File: src/lsoc_pkg.sv
// ****************************************************************
// Constants for the LED sink output control block
// ****************************************************************
package lsoc_pkg;
   localparam int NUM_CH = 48;
   localparam int NUM_GROUPS = 12;
   localparam int CH_PER_GROUP = NUM_CH / NUM_GROUPS;
   localparam int GS_W = 16;
   localparam int CODE_W = 9;
   localparam int GAIN_W = 3;
   localparam int THR_W = 2;
   localparam int DEPTH_W = 3;
   localparam int MIN_PWM_BITS = 9;
   // One grayscale clock between successive turn-on groups
   localparam int GROUP_DELAY_GRAYSCALE_CLOCK = 1;

   // ****************************************************************
   // Register byte offsets
   // ****************************************************************
   localparam logic [11:0] OFS_CTRL = 12'h000;
   localparam logic [11:0] OFS_COLOR_RG = 12'h004;
   localparam logic [11:0] OFS_COLOR_B = 12'h008;
   localparam logic [11:0] OFS_LINE_RESTART = 12'h00c;
   localparam logic [11:0] OFS_OPEN_LO = 12'h010;
   localparam logic [11:0] OFS_OPEN_HI = 12'h014;
   localparam logic [11:0] OFS_BROKEN_LO = 12'h018;
   localparam logic [11:0] OFS_BROKEN_HI = 12'h01c;
   localparam logic [11:0] OFS_INT_STATUS = 12'h020;
   localparam logic [11:0] OFS_INT_MASK = 12'h024;
   localparam logic [11:0] OFS_LIVE = 12'h028;
   localparam logic [11:0] OFS_GS_BASE = 12'h100;
   localparam logic [11:0] OFS_GS_LAST = 12'h1bc;

   // ****************************************************************
   // Field positions
   // ****************************************************************
   localparam int CTRL_GAIN_LSB = 0;
   localparam int CTRL_THR_LSB = 4;
   localparam int CTRL_DEPTH_LSB = 8;
   localparam int RG_GREEN_LSB = 16;

   // Interrupt status bits
   localparam int IRQ_OPEN = 0;
   localparam int IRQ_OVER_TEMP = 1;
   localparam int IRQ_REF_SHORT = 2;
   localparam int IRQ_PERIOD = 3;
   localparam int IRQ_W = 4;

   // ****************************************************************
   // Reset values and full-scale code
   // ****************************************************************
   localparam logic [GAIN_W-1:0] GAIN_RESET = 3'h4;
   localparam logic [CODE_W-1:0] CODE_RESET = 9'h100;
   localparam logic [CODE_W-1:0] CODE_FULL = 9'h1ff;
   localparam logic [THR_W-1:0] THR_RESET = 2'h0;
   localparam logic [DEPTH_W-1:0] DEPTH_RESET = 3'h7;

   // Gain ratio per code in tenths of a percent
   localparam logic [9:0] GAIN_RATIO_PM [8] = '{10'h081, 10'h100, 10'h17b,
      10'h20c, 10'h287, 10'h2dd, 10'h395, 10'h3e8};
endpackage

File: src/lsoc_top.sv
// Design decisions made here: the AHB-Lite interface to the registers and the address map.
`timescale 1ns/10ps
module lsoc_top
(
   input wire logic core_clk,
   input wire logic sys_rst,
   input wire logic hsel,
   input wire logic [31:0] haddr,
   input wire logic [1:0] htrans,
   input wire logic hwrite,
   input wire logic [2:0] hsize,
   input wire logic [31:0] hwdata,
   input wire logic hready,
   output logic hreadyout,
   output logic hresp,
   output logic [31:0] hrdata,
   input wire logic grayscale_clock,
   input wire logic [lsoc_pkg::NUM_CH-1:0] below_threshold,
   input wire logic over_temp_shutdown,
   input wire logic ref_short_protect,
   input wire logic line_switching,
   output logic [lsoc_pkg::NUM_CH-1:0] sink_output,
   output logic [lsoc_pkg::NUM_CH-1:0] precharge_en,
   output logic [lsoc_pkg::GAIN_W-1:0] global_gain_code,
   output logic [7:0] gain_step_sel,
   output logic [9:0] gain_ratio_pm,
   output logic [lsoc_pkg::CODE_W-1:0] red_brightness_code,
   output logic [lsoc_pkg::CODE_W-1:0] green_brightness_code,
   output logic [lsoc_pkg::CODE_W-1:0] blue_brightness_code,
   output logic [lsoc_pkg::THR_W-1:0] open_detect_threshold_sel,
   output logic irq
);
   localparam int NCH = lsoc_pkg::NUM_CH;

   // ****************************************************************
   // Input synchronisers
   // ****************************************************************
   logic [NCH+3:0] meta_ff;
   logic [NCH+3:0] sync_ff;
   logic grayscale_clock_prev_ff;
   wire [NCH+3:0] raw_in = {line_switching, ref_short_protect,
      over_temp_shutdown, grayscale_clock, below_threshold};
   always_ff @(posedge core_clk)
   begin
      if (sys_rst)
      begin
         meta_ff <= '0;
         sync_ff <= '0;
         grayscale_clock_prev_ff <= 1'b0;
      end
      else
      begin
         meta_ff <= raw_in;
         sync_ff <= meta_ff;
         grayscale_clock_prev_ff <= sync_ff[NCH];
      end
   end
   wire [NCH-1:0] below_s = sync_ff[NCH-1:0];
   wire grayscale_clock_rise = sync_ff[NCH] & ~grayscale_clock_prev_ff;
   wire hot_s = sync_ff[NCH+1];
   wire short_s = sync_ff[NCH+2];
   wire switch_s = sync_ff[NCH+3];

   // ****************************************************************
   // Register state
   // ****************************************************************
   logic [lsoc_pkg::GAIN_W-1:0] gain_ff;
   logic [lsoc_pkg::CODE_W-1:0] red_ff;
   logic [lsoc_pkg::CODE_W-1:0] green_ff;
   logic [lsoc_pkg::CODE_W-1:0] blue_ff;
   logic [lsoc_pkg::THR_W-1:0] thr_ff;
   logic [lsoc_pkg::DEPTH_W-1:0] depth_ff;
   logic suppress_ff;
   logic [lsoc_pkg::IRQ_W-1:0] int_stat_ff;
   logic [lsoc_pkg::IRQ_W-1:0] int_mask_ff;
   logic [lsoc_pkg::GS_W-1:0] gs_mem [NCH];
   logic [NCH-1:0] open_ff;
   logic [NCH-1:0] broken_ff;
   logic [NCH-1:0] sink_ff;
   logic [NCH-1:0] pre_ff;
   logic [lsoc_pkg::GS_W-1:0] cnt_ff;
   logic hot_prev_ff;
   logic short_prev_ff;

   // ****************************************************************
   // AHB-Lite slave
   // ****************************************************************
   logic wr_pend_ff;
   logic [11:0] wr_addr_ff;
   logic [31:0] rdata_ff;
   wire addr_phase = hsel & htrans[1] & hready;
   wire rd_take = addr_phase & ~hwrite;
   wire wr_take = addr_phase & hwrite;
   wire [11:0] a_ofs = {haddr[11:2], 2'b00};
   wire gs_hit_rd = (a_ofs >= lsoc_pkg::OFS_GS_BASE) &&
      (a_ofs <= lsoc_pkg::OFS_GS_LAST);
   wire [5:0] gs_idx_rd = 6'(a_ofs[7:2]);
   wire gs_hit_wr = (wr_addr_ff >= lsoc_pkg::OFS_GS_BASE) &&
      (wr_addr_ff <= lsoc_pkg::OFS_GS_LAST);
   wire [5:0] gs_idx_wr = 6'(wr_addr_ff[7:2]);
   wire wr_ctrl = wr_pend_ff && (wr_addr_ff == lsoc_pkg::OFS_CTRL);
   wire wr_rg = wr_pend_ff && (wr_addr_ff == lsoc_pkg::OFS_COLOR_RG);
   wire wr_b = wr_pend_ff && (wr_addr_ff == lsoc_pkg::OFS_COLOR_B);
   wire wr_lr = wr_pend_ff && (wr_addr_ff == lsoc_pkg::OFS_LINE_RESTART);
   wire wr_mask = wr_pend_ff && (wr_addr_ff == lsoc_pkg::OFS_INT_MASK);
   wire wr_gs = wr_pend_ff && gs_hit_wr;
   wire rd_stat = rd_take && (a_ofs == lsoc_pkg::OFS_INT_STATUS);

   // Read data mux, captured at the address phase
   logic [31:0] nxt_rdata;
   always_comb
   begin
      nxt_rdata = 32'h0000_0000;
      if (gs_hit_rd)
         nxt_rdata = {16'h0000, gs_mem[gs_idx_rd]};
      else
         case (a_ofs)
            lsoc_pkg::OFS_CTRL:
               nxt_rdata = {20'h00000, 1'b0, depth_ff, 2'b00, thr_ff,
                  1'b0, gain_ff};
            lsoc_pkg::OFS_COLOR_RG:
               nxt_rdata = {7'h00, green_ff, 7'h00, red_ff};
            lsoc_pkg::OFS_COLOR_B: nxt_rdata = {23'h000000, blue_ff};
            lsoc_pkg::OFS_LINE_RESTART: nxt_rdata = {31'h0, suppress_ff};
            lsoc_pkg::OFS_OPEN_LO: nxt_rdata = open_ff[31:0];
            lsoc_pkg::OFS_OPEN_HI: nxt_rdata = {16'h0000, open_ff[47:32]};
            lsoc_pkg::OFS_BROKEN_LO: nxt_rdata = broken_ff[31:0];
            lsoc_pkg::OFS_BROKEN_HI:
               nxt_rdata = {16'h0000, broken_ff[47:32]};
            lsoc_pkg::OFS_INT_STATUS: nxt_rdata = {28'h0, int_stat_ff};
            lsoc_pkg::OFS_INT_MASK: nxt_rdata = {28'h0, int_mask_ff};
            lsoc_pkg::OFS_LIVE:
               nxt_rdata = {29'h0, switch_s, short_s, hot_s};
            default: nxt_rdata = 32'h0000_0000;
         endcase
   end

   always_ff @(posedge core_clk)
   begin
      if (sys_rst)
      begin
         wr_pend_ff <= 1'b0;
         wr_addr_ff <= 12'h000;
         rdata_ff <= 32'h0000_0000;
      end
      else
      begin
         wr_pend_ff <= wr_take;
         wr_addr_ff <= a_ofs;
         if (rd_take)
            rdata_ff <= nxt_rdata;
      end
   end
   assign hreadyout = 1'b1;
   assign hresp = 1'b0;
   assign hrdata = rdata_ff;

   // ****************************************************************
   // Control registers
   // ****************************************************************
   always_ff @(posedge core_clk)
   begin
      if (sys_rst)
      begin
         gain_ff <= lsoc_pkg::GAIN_RESET;
         red_ff <= lsoc_pkg::CODE_RESET;
         green_ff <= lsoc_pkg::CODE_RESET;
         blue_ff <= lsoc_pkg::CODE_RESET;
         thr_ff <= lsoc_pkg::THR_RESET;
         depth_ff <= lsoc_pkg::DEPTH_RESET;
         suppress_ff <= 1'b0;
         int_mask_ff <= '0;
      end
      else
      begin
         if (wr_ctrl)
         begin
            gain_ff <= hwdata[lsoc_pkg::CTRL_GAIN_LSB +: lsoc_pkg::GAIN_W];
            thr_ff <= hwdata[lsoc_pkg::CTRL_THR_LSB +: lsoc_pkg::THR_W];
            depth_ff <= hwdata[lsoc_pkg::CTRL_DEPTH_LSB +:
               lsoc_pkg::DEPTH_W];
         end
         if (wr_rg)
         begin
            red_ff <= hwdata[lsoc_pkg::CODE_W-1:0];
            green_ff <= hwdata[lsoc_pkg::RG_GREEN_LSB +: lsoc_pkg::CODE_W];
         end
         if (wr_b)
            blue_ff <= hwdata[lsoc_pkg::CODE_W-1:0];
         if (wr_lr)
            suppress_ff <= hwdata[0];
         if (wr_mask)
            int_mask_ff <= hwdata[lsoc_pkg::IRQ_W-1:0];
      end
   end

   always_ff @(posedge core_clk)
   begin
      if (wr_gs)
         gs_mem[gs_idx_wr] <= hwdata[lsoc_pkg::GS_W-1:0];
   end

   // Analog settings follow the registers with no period wait
   assign global_gain_code = gain_ff;
   assign gain_step_sel = 8'h01 << gain_ff;
   assign gain_ratio_pm = lsoc_pkg::GAIN_RATIO_PM[gain_ff];
   assign red_brightness_code = red_ff;
   assign green_brightness_code = green_ff;
   assign blue_brightness_code = blue_ff;
   assign open_detect_threshold_sel = thr_ff;

   // ****************************************************************
   // PWM period counter
   // ****************************************************************
   wire [4:0] pwm_bits = 5'(depth_ff) + 5'(lsoc_pkg::MIN_PWM_BITS);
   wire [16:0] period_len = 17'h00001 << pwm_bits;
   wire [lsoc_pkg::GS_W-1:0] gs_keep = 16'(period_len - 17'h00001);
   wire at_wrap = 17'(cnt_ff) >= (period_len - 17'h00001);
   wire period_start = grayscale_clock_rise & at_wrap;
   wire force_off = hot_s | short_s;
   always_ff @(posedge core_clk)
   begin
      if (sys_rst)
         cnt_ff <= '0;
      else if (grayscale_clock_rise)
         cnt_ff <= at_wrap ? '0 : cnt_ff + 16'h0001;
   end

   // ****************************************************************
   // Per-channel output, open detect and suppression
   // ****************************************************************
   genvar ch;
   generate
      for (ch = 0; ch < NCH; ch++)
      begin : g_ch
         localparam int GRP = ch / lsoc_pkg::CH_PER_GROUP;
         localparam logic [16:0] OFFS =
            17'(GRP * lsoc_pkg::GROUP_DELAY_GRAYSCALE_CLOCK);
         wire [16:0] cnt_x = {1'b0, cnt_ff};
         wire [16:0] duty = {1'b0, gs_mem[ch] & gs_keep};
         wire grp_live = cnt_x >= OFFS;
         wire in_duty = (cnt_x - OFFS) < duty;
         wire nxt_on = grp_live & in_duty & ~force_off & ~broken_ff[ch];
         wire nxt_open = sink_ff[ch] & below_s[ch];
         always_ff @(posedge core_clk)
         begin
            if (sys_rst)
            begin
               sink_ff[ch] <= 1'b0;
               open_ff[ch] <= 1'b0;
               broken_ff[ch] <= 1'b0;
               pre_ff[ch] <= 1'b0;
            end
            else
            begin
               sink_ff[ch] <= nxt_on;
               open_ff[ch] <= nxt_open;
               if (suppress_ff & nxt_open)
                  broken_ff[ch] <= 1'b1;
               pre_ff[ch] <= switch_s & ~nxt_on;
            end
         end
      end
   endgenerate
   assign sink_output = sink_ff;
   assign precharge_en = pre_ff;

   // ****************************************************************
   // Interrupt status, read clears, set wins
   // ****************************************************************
   logic [lsoc_pkg::IRQ_W-1:0] ev;
   always_comb
   begin
      ev = '0;
      ev[lsoc_pkg::IRQ_OPEN] = |(sink_ff & below_s & ~open_ff);
      ev[lsoc_pkg::IRQ_OVER_TEMP] = hot_s & ~hot_prev_ff;
      ev[lsoc_pkg::IRQ_REF_SHORT] = short_s & ~short_prev_ff;
      ev[lsoc_pkg::IRQ_PERIOD] = period_start;
   end
   always_ff @(posedge core_clk)
   begin
      if (sys_rst)
      begin
         int_stat_ff <= '0;
         hot_prev_ff <= 1'b0;
         short_prev_ff <= 1'b0;
      end
      else
      begin
         int_stat_ff <= (rd_stat ? '0 : int_stat_ff) | ev;
         hot_prev_ff <= hot_s;
         short_prev_ff <= short_s;
      end
   end
   assign irq = |(int_stat_ff & int_mask_ff);
endmodule

File: config.mk
export PLATFORM = sky130hd
export DESIGN_NAME = lsoc_top
export DESIGN_NICKNAME = d
export VERILOG_FILES = /design/src/lsoc_pkg.sv /design/src/lsoc_top.sv
export SDC_FILE = /design/constraint.sdc
export NUM_CORES = 2
export LEC_CHECK = 0
export BUFFER_PORTS_ARGS = -buffer_cell sky130_fd_sc_hd__buf_2
export CAP_MARGIN = 15
export CORE_MARGIN = 3
export CORE_UTILIZATION = 50
export DETAILED_ROUTE_END_ITERATION = 12
export PLACE_DENSITY = 0.73
export SYNTH_ARGS = -nofsm -noshare
export SYNTH_HDL_FRONTEND = slang
export SYNTH_SLANG_ARGS = --single-unit
File: constraint.sdc
create_clock -name core_clk -period 7.4 [get_ports core_clk]
set_input_delay 2.22 -clock core_clk [delete_from_list [all_inputs] [get_ports core_clk]]
set_output_delay 2.22 -clock core_clk [all_outputs]
set_load 0.03 [all_outputs]
Yosys cells after proc, flatten, opt, wreduce, memory -nomap -nowiden. Memory sizes are Yosys's and may differ from the RTL's. Cells that the tools add are included.

Shift-type cells: 2. Muxes and demuxes: 8. Add/sub/neg operators: 14. Bitwise logic cells: 452. Reductions and logical operators: 13. Div/mod/pow operators: 0. Multipliers: 0. Magnitude comparators: 66. Equal/unequal tests: 14.

Operator list (count): $and 16x16->16 (48); $lt 17x16->1 (44); $pmux 32 s11 (1); $and 1x1->1 (296); $not 1->1 (101); $and 48x48->48 (2); $sub 16x3->17 const B (4); $sub 16x4->17 const B (4); $ge 16x3->1 const B (4); $ge 16x4->1 const B (4); $lt 16x16->1 (4); $not 48->48 (1); $reduce_or 48->1 (1); $eq 10x3->1 const B (4); $sub 16x2->17 const B (2); $ge 16x1->1 const B (2); $ge 16x2->1 const B (2); $mux 32 (1); $eq 10x4->1 const B (3); $eq 12x4->1 const B (2); $ge 12x9->1 const B (2); $le 12x9->1 const B (2); $logic_not 12->1 (2); $eq 10x2->1 const B (2); 21 further kinds (31).

Output and inout bits: 181. Bits of input ports: 126. Memories: 2. Memory bits (read-only): 80. Latch bits: 0. RAM bits: 768. Bits in registers: 404. Word-level logic and storage cells: 782.

Memories: gs_mem (words 48, width 16, read ports 49, clocked after Yosys merged registers in 0, wr ports 1, RTL line lsoc_top.sv:76) `logic [lsoc_pkg::GS_W-1:0] gs_mem [NCH];`; (no name shown) (words 8, width 10, read ports 1, clocked after Yosys merged registers in 0, wr ports 0, RTL line lsoc_top.sv:206) `assign gain_ratio_pm = lsoc_pkg::GAIN_RATIO_PM[gain_ff];`.

Logic depth before layout (Yosys ltp).
Depth after elaboration: 10. Gate-level depth with buffers: 27.

Worst setup path before layout. Ideal clock, no wire load.

Path type: reg2reg. Start: register depth_ff[0] (netlist name). End: register cnt_ff[3] (netlist name). Path buffers: 8. Stages on the path, launching flop included: 27. Arrival time: 5048 ps. Clock period less this slack: 5163 ps. Data required time: 7286 ps. Path slack: 2237 ps. Path through: dfxtp_1 clkbuf_1 nand2_1 inv_1 ha_1 buf_4 and4b_1 buf_2 nand2_2 buf_1 ha_1 clkbuf_1 inv_1 a21oi_1 or2_2 clkbuf_1 clkbuf_1 buf_1 inv_1 ha_1 nand2_1 nor3_1 o211a_1 a211o_1 o211ai_2 o21ai_0 a2111oi_0.

Word-level cells in the longest chain between the ends: 5.

RTL lines: start, declared (RTL line lsoc_top.sv:72) `logic [lsoc_pkg::DEPTH_W-1:0] depth_ff;`; start signal, assigned (RTL line lsoc_top.sv:170) `depth_ff <= lsoc_pkg::DEPTH_RESET;`; start signal, assigned (RTL line lsoc_top.sv:180) `depth_ff <= hwdata[lsoc_pkg::CTRL_DEPTH_LSB +:`; $add 3x4->5 (RTL line lsoc_top.sv:215) `wire [4:0] pwm_bits = 5'(depth_ff) + 5'(lsoc_pkg::MIN_PWM_BITS);`; $shl 1x5->17 (RTL line lsoc_top.sv:216) `wire [16:0] period_len = 17'h00001 << pwm_bits;`; $sub 17x1->17 (RTL line lsoc_top.sv:218) `wire at_wrap = 17'(cnt_ff) >= (period_len - 17'h00001);`; $ge 16x17->1 (RTL line lsoc_top.sv:218); $mux 16 (RTL line lsoc_top.sv:226) `cnt_ff <= at_wrap ? '0 : cnt_ff + 16'h0001;`; end signal, assigned (RTL line lsoc_top.sv:226); end, declared (RTL line lsoc_top.sv:81) `logic [lsoc_pkg::GS_W-1:0] cnt_ff;`.

Every way passes these cells. A chain may end at the register's enable or synchronous reset.

Worst setup path after layout.
Start: register depth_ff[1] (netlist name). End: register pre_ff[46], in the netlist precharge_en[46].

Word-level cells in the longest chain between the ends: 10.

RTL lines: $add 3x4->5 (RTL line lsoc_top.sv:215); $shl 1x5->17 (RTL line lsoc_top.sv:216); $sub 17x1->17; $and 16x16->16 (RTL line lsoc_top.sv:240) `wire [16:0] duty = {1'b0, gs_mem[ch] & gs_keep};`; $lt 17x16->1 (RTL line lsoc_top.sv:242) `wire in_duty = (cnt_x - OFFS) < duty;`; $and 1x1->1 (3 in a row) (RTL line lsoc_top.sv:243) `wire nxt_on = grp_live & in_duty & ~force_off & ~broken_ff[ch];`; $not 1->1 (RTL line lsoc_top.sv:260) `pre_ff[ch] <= switch_s & ~nxt_on;`; $and 1x1->1 (RTL line lsoc_top.sv:260); end signal, assigned by index (RTL line lsoc_top.sv:260); end, declared (RTL line lsoc_top.sv:80) `logic [NCH-1:0] pre_ff;`.

Every way passes these cells.

==> impl_metrics.py <==
metrics = {
    "clock_tree": {
        "cts_setup_buffers": 0,
        "clkSlewWorstSetupHoldPaths_ps": 70,
        "worstSkewPairLatency_ps": 790,
        "cts_resized": 0,
        "cts-root-buf": "clkbuf_16",
        "cts_tree": "yes",
        "cts_hold_buffers": 0,
        "clock_sinks": 1170,
        "cts_max_path_buffers": 3,
        "numCtsBuffers": 120,
        "cts.htree.levels": 3,
    },
    "grt": {
        "globalRouteMet3Util_pct": 10.99,
        "use_met2_pct": 55.27,
        "grt.overflow.total": 0,
        "grt_util_all_layers_pct": 37.17,
        "grt_max_degree": 86,
        "top_usage_layer": "met2",
        "gr-usage-met1_pct": 48.21,
        "grt_pass1_wl_um": 357700,
        "grt_pass1_vias": 49497,
        "antenna_found_initial": 13,
    },
    "logic_synthesis": {
        "syn_inst": 5720,
        "syn_area_um2": 64810,
        "synthTopCellsByArea": "edfxtp_1, ha_1, dfxtp_1",
        "avgSynthCellArea_um2": 11.33,
        "yosysTopAreaCell": "edfxtp_1",
        "synth_edf_count": 768,
        "synthFlopType": "edfxtp_1",
        "synthDistinctLibCells": 89,
        "async_flop_share_pct": 0,
        "yosysSeqAreaShare_pct": 48.00,
        "synth_top_cell_area_share_pct": 35.58,
        "synth_warnings": 0,
        "ys_seq_elements": 1170,
    },
    "critical_path": {
        "reg2reg_depth": 17,
        "cp_num_cells": 17,
        "endpoint": "precharge_en[46]",
        "cp-end-kind": "register",
        "crit_fanout": 25,
        "path_class": "reg2reg",
        "critPathRequiredTime_ps": 8020,
        "path_cells": "nand2_1 -> inv_1 -> ha_1 -> clkinv_1 -> nand2_2 -> ha_2 -> inv_1 -> a21oi_4 -> or2_2 -> nand2_1 -> ha_1 -> o2111ai_1 -> a41oi_1 -> a2111oi_0 -> o21ai_0 -> a2111oi_0 -> a21oi_1",
        "path_delay_family": "compound AO/OA/AOI/OAI gates",
        "slowest_stage": "a2111oi_0",
        "cp.arrival_ps": 6830,
        "cp-start-kind": "register",
        "rrSetupSlack_ps": 1190,
        "cpPeakStageDelay_ps": 840,
        "r2r-start": "depth_ff[1]",
        "crit_buf_inv": 3,
        "rr_endpoint": "precharge_en[46]",
        "crit_start": "depth_ff[1]",
    },
    "pwr": {
        "power.total_mw": 15.03,
        "peakVddDrop_mv": 0.2382,
        "power_density_nw_per_um2": 205.2,
        "p_leak_nw": 29.36,
    },
    "floorplanning": {
        "start_util_pct": 50.57,
        "die_area_um2": 134000,
        "coreArea_um2": 128200,
        "die_h_um": 366.0,
        "num_io_pins": 307,
        "die_w_um": 366.0,
        "rows": 131,
    },
    "sta": {
        "rsz0062_at_grt": "no",
        "worst_slew_pin_slew_ps": 1330,
        "maxSlewViolCount": 0,
        "relSlewSlack_pct": 11.00,
        "skew_ps": 41.80,
        "fmax_mhz": 161.1,
        "fin_crit_ps": 6206,
        "hold_slack_ps": 437.9,
        "finalSetupViolCount": 0,
        "hold_viol_final": 0,
        "fin_tns_setup_ps": 0,
        "period_share_pct": 83.87,
    },
    "final_layout": {
        "fin_util_pct": 57.14,
        "fin_area_um2": 73250,
        "nets": 6892,
        "layout-drive-gt1-share_pct": 15.81,
        "syn2layout_area_growth_pct": 13.01,
        "nFillCells": 10840,
    },
    "routing": {
        "wl_um": 255100,
        "routedWlPerCell_um": 32.49,
        "drt_iter0_markers": 7524,
        "ant_nets": 0,
        "vias_per_cell": 6.597,
        "first_pass_iters": 8,
        "vias": 51796,
        "drc": 0,
    },
    "placement": {
        "port_buffers": 271,
        "dp_hpwl_um": 189900,
        "dpl_cell_area_um2": 68760,
        "gp_congestion": 1.057,
    },
    "status": {
        "status": "finished clean",
    },
    "flow_run": {
        "cap_violations": 0,
    },
    "worst_hold_path": {
        "hp-start": "meta_ff[21]",
        "hold_path.class": "reg2reg",
    },
}
cell type report:
cell class	instances	area (µm²)	area share, %
Multi-Input combinational cell	4202	32430	44.27
Sequential cell	1170	31110	42.48
Clock buffer	163	3547	4.843
Timing Repair Buffer	447	2800	3.823
Tap cell	1729	2163	2.954
Clock inverter	66	923.4	1.261
Inverter	68	255.2	0.3485
Antenna cell	6	15.01	0.02050
stage by stage:
stage | cells | setup WS, ps
floorplan | 5721 | 2237
global route | 7847 | 855.7
CTS | 7845 | 1332
global placement | 7616 | 1359
detailed placement | 7616 | 1373
finish | 7851 | 1194
per-layer routing:
layer / wire length (µm) / share of wire, %
met5: 48 / 0.019
met4: 18440 / 7.2
met3: 33300 / 13
met2: 109400 / 43
met1: 93950 / 37
flip-flops by register name, indices dropped and copies added (netlist names):
| signal | count |
|---|---|
| sink_output | 48 |
| green_brightness_code | 9 |
| int_stat_ff | 4 |
| short_prev_ff | 1 |
| wr_addr_ff | 10 |
| wr_pend_ff | 1 |
| hot_prev_ff | 1 |
| sync_ff | 52 |
| global_gain_code | 3 |
| broken_ff | 48 |
| red_brightness_code | 9 |
| depth_ff | 3 |
| gs_mem | 768 |
| int_mask_ff | 4 |
| precharge_en | 48 |
| meta_ff | 52 |
| grayscale_clock_prev_ff | 1 |
| suppress_ff | 1 |
| hrdata | 32 |
| open_ff | 48 |
| blue_brightness_code | 9 |
| cnt_ff | 16 |
| open_detect_threshold_sel | 2 |
placed cells by master (no fill, tap or decap), types with 39 or more instances in the layout:
cell / n
nand2_1: 939
edfxtp_1: 768
ha_1: 756
nor2_1: 408
dfxtp_1: 398
buf_2: 266
a21oi_1: 257
mux4_2: 231
nor2b_1: 181
buf_4: 171
o21ai_0: 155
a21o_1: 134
clkbuf_16: 130
xnor2_1: 111
nand3_1: 95
a31oi_1: 88
nand4_1: 83
nor3_1: 79
nand2b_1: 69
inv_1: 65
o211ai_1: 49
mux2i_1: 45
a211oi_1: 43
o21a_1: 39
synthesized netlist by cell type, types with 42 or more instances:
master	n
nand2_1	940
a211oi_1	43
inv_1	65
ha_1	757
dfxtp_1	402
nor3_1	82
mux2i_1	45
nand3_1	96
nor2b_1	182
buf_2	42
o211ai_1	49
a21o_1	134
a21oi_1	260
edfxtp_1	768
o21ai_0	156
nand2b_1	70
a31oi_1	88
xnor2_1	111
nand4_1	83
mux4_2	231
clkbuf_1	182
nor2_1	412
worst min path at each step:
stage,slack [ps],cells past startpoint,endpoint
global placement,420,1,sync_ff[38]
global route,450,1,sync_ff[22]
CTS,440,1,sync_ff[22]
floorplan,410,1,sync_ff[0]
detailed placement,420,1,sync_ff[22]
finish,440,1,sync_ff[21]
cell families (layout without fill, tap and decap cells):
kind of cell / count (synthesis) / count (layout) / share of synthesized area [%]
buf+inv: 349 / 744 / 2.235
compound gates: 1016 / 1016 / 10.38
mux: 288 / 288 / 8.930
xor+xnor: 143 / 143 / 1.932
flops: 1170 / 1170 / 48.00
simple gates: 1995 / 1995 / 13.90
fa+ha+maj: 757 / 757 / 14.61
other cells: 2 / 9 / 0.01159
worst register-to-register path: stages (launching register included):
cell	delay (ps)
dfxtp_1	540
nand2_1	260
inv_1	100
ha_1	650
clkinv_1	230
nand2_2	120
ha_2	600
inv_1	320
a21oi_4	190
or2_2	460
nand2_1	140
ha_1	330
o2111ai_1	100
a41oi_1	70
a2111oi_0	570
o21ai_0	370
a2111oi_0	840
a21oi_1	170
power by group:
part | total (mW) | switching [mW] | internal (mW)
Sequential | 7.02 | 0.0317 | 6.99
Combinational | 1.18 | 0.796 | 0.387
Clock | 6.82 | 2.78 | 4.04
Total | 15.0 | 3.61 | 11.4
No activity file was read; power rests on OpenSTA's default activity.
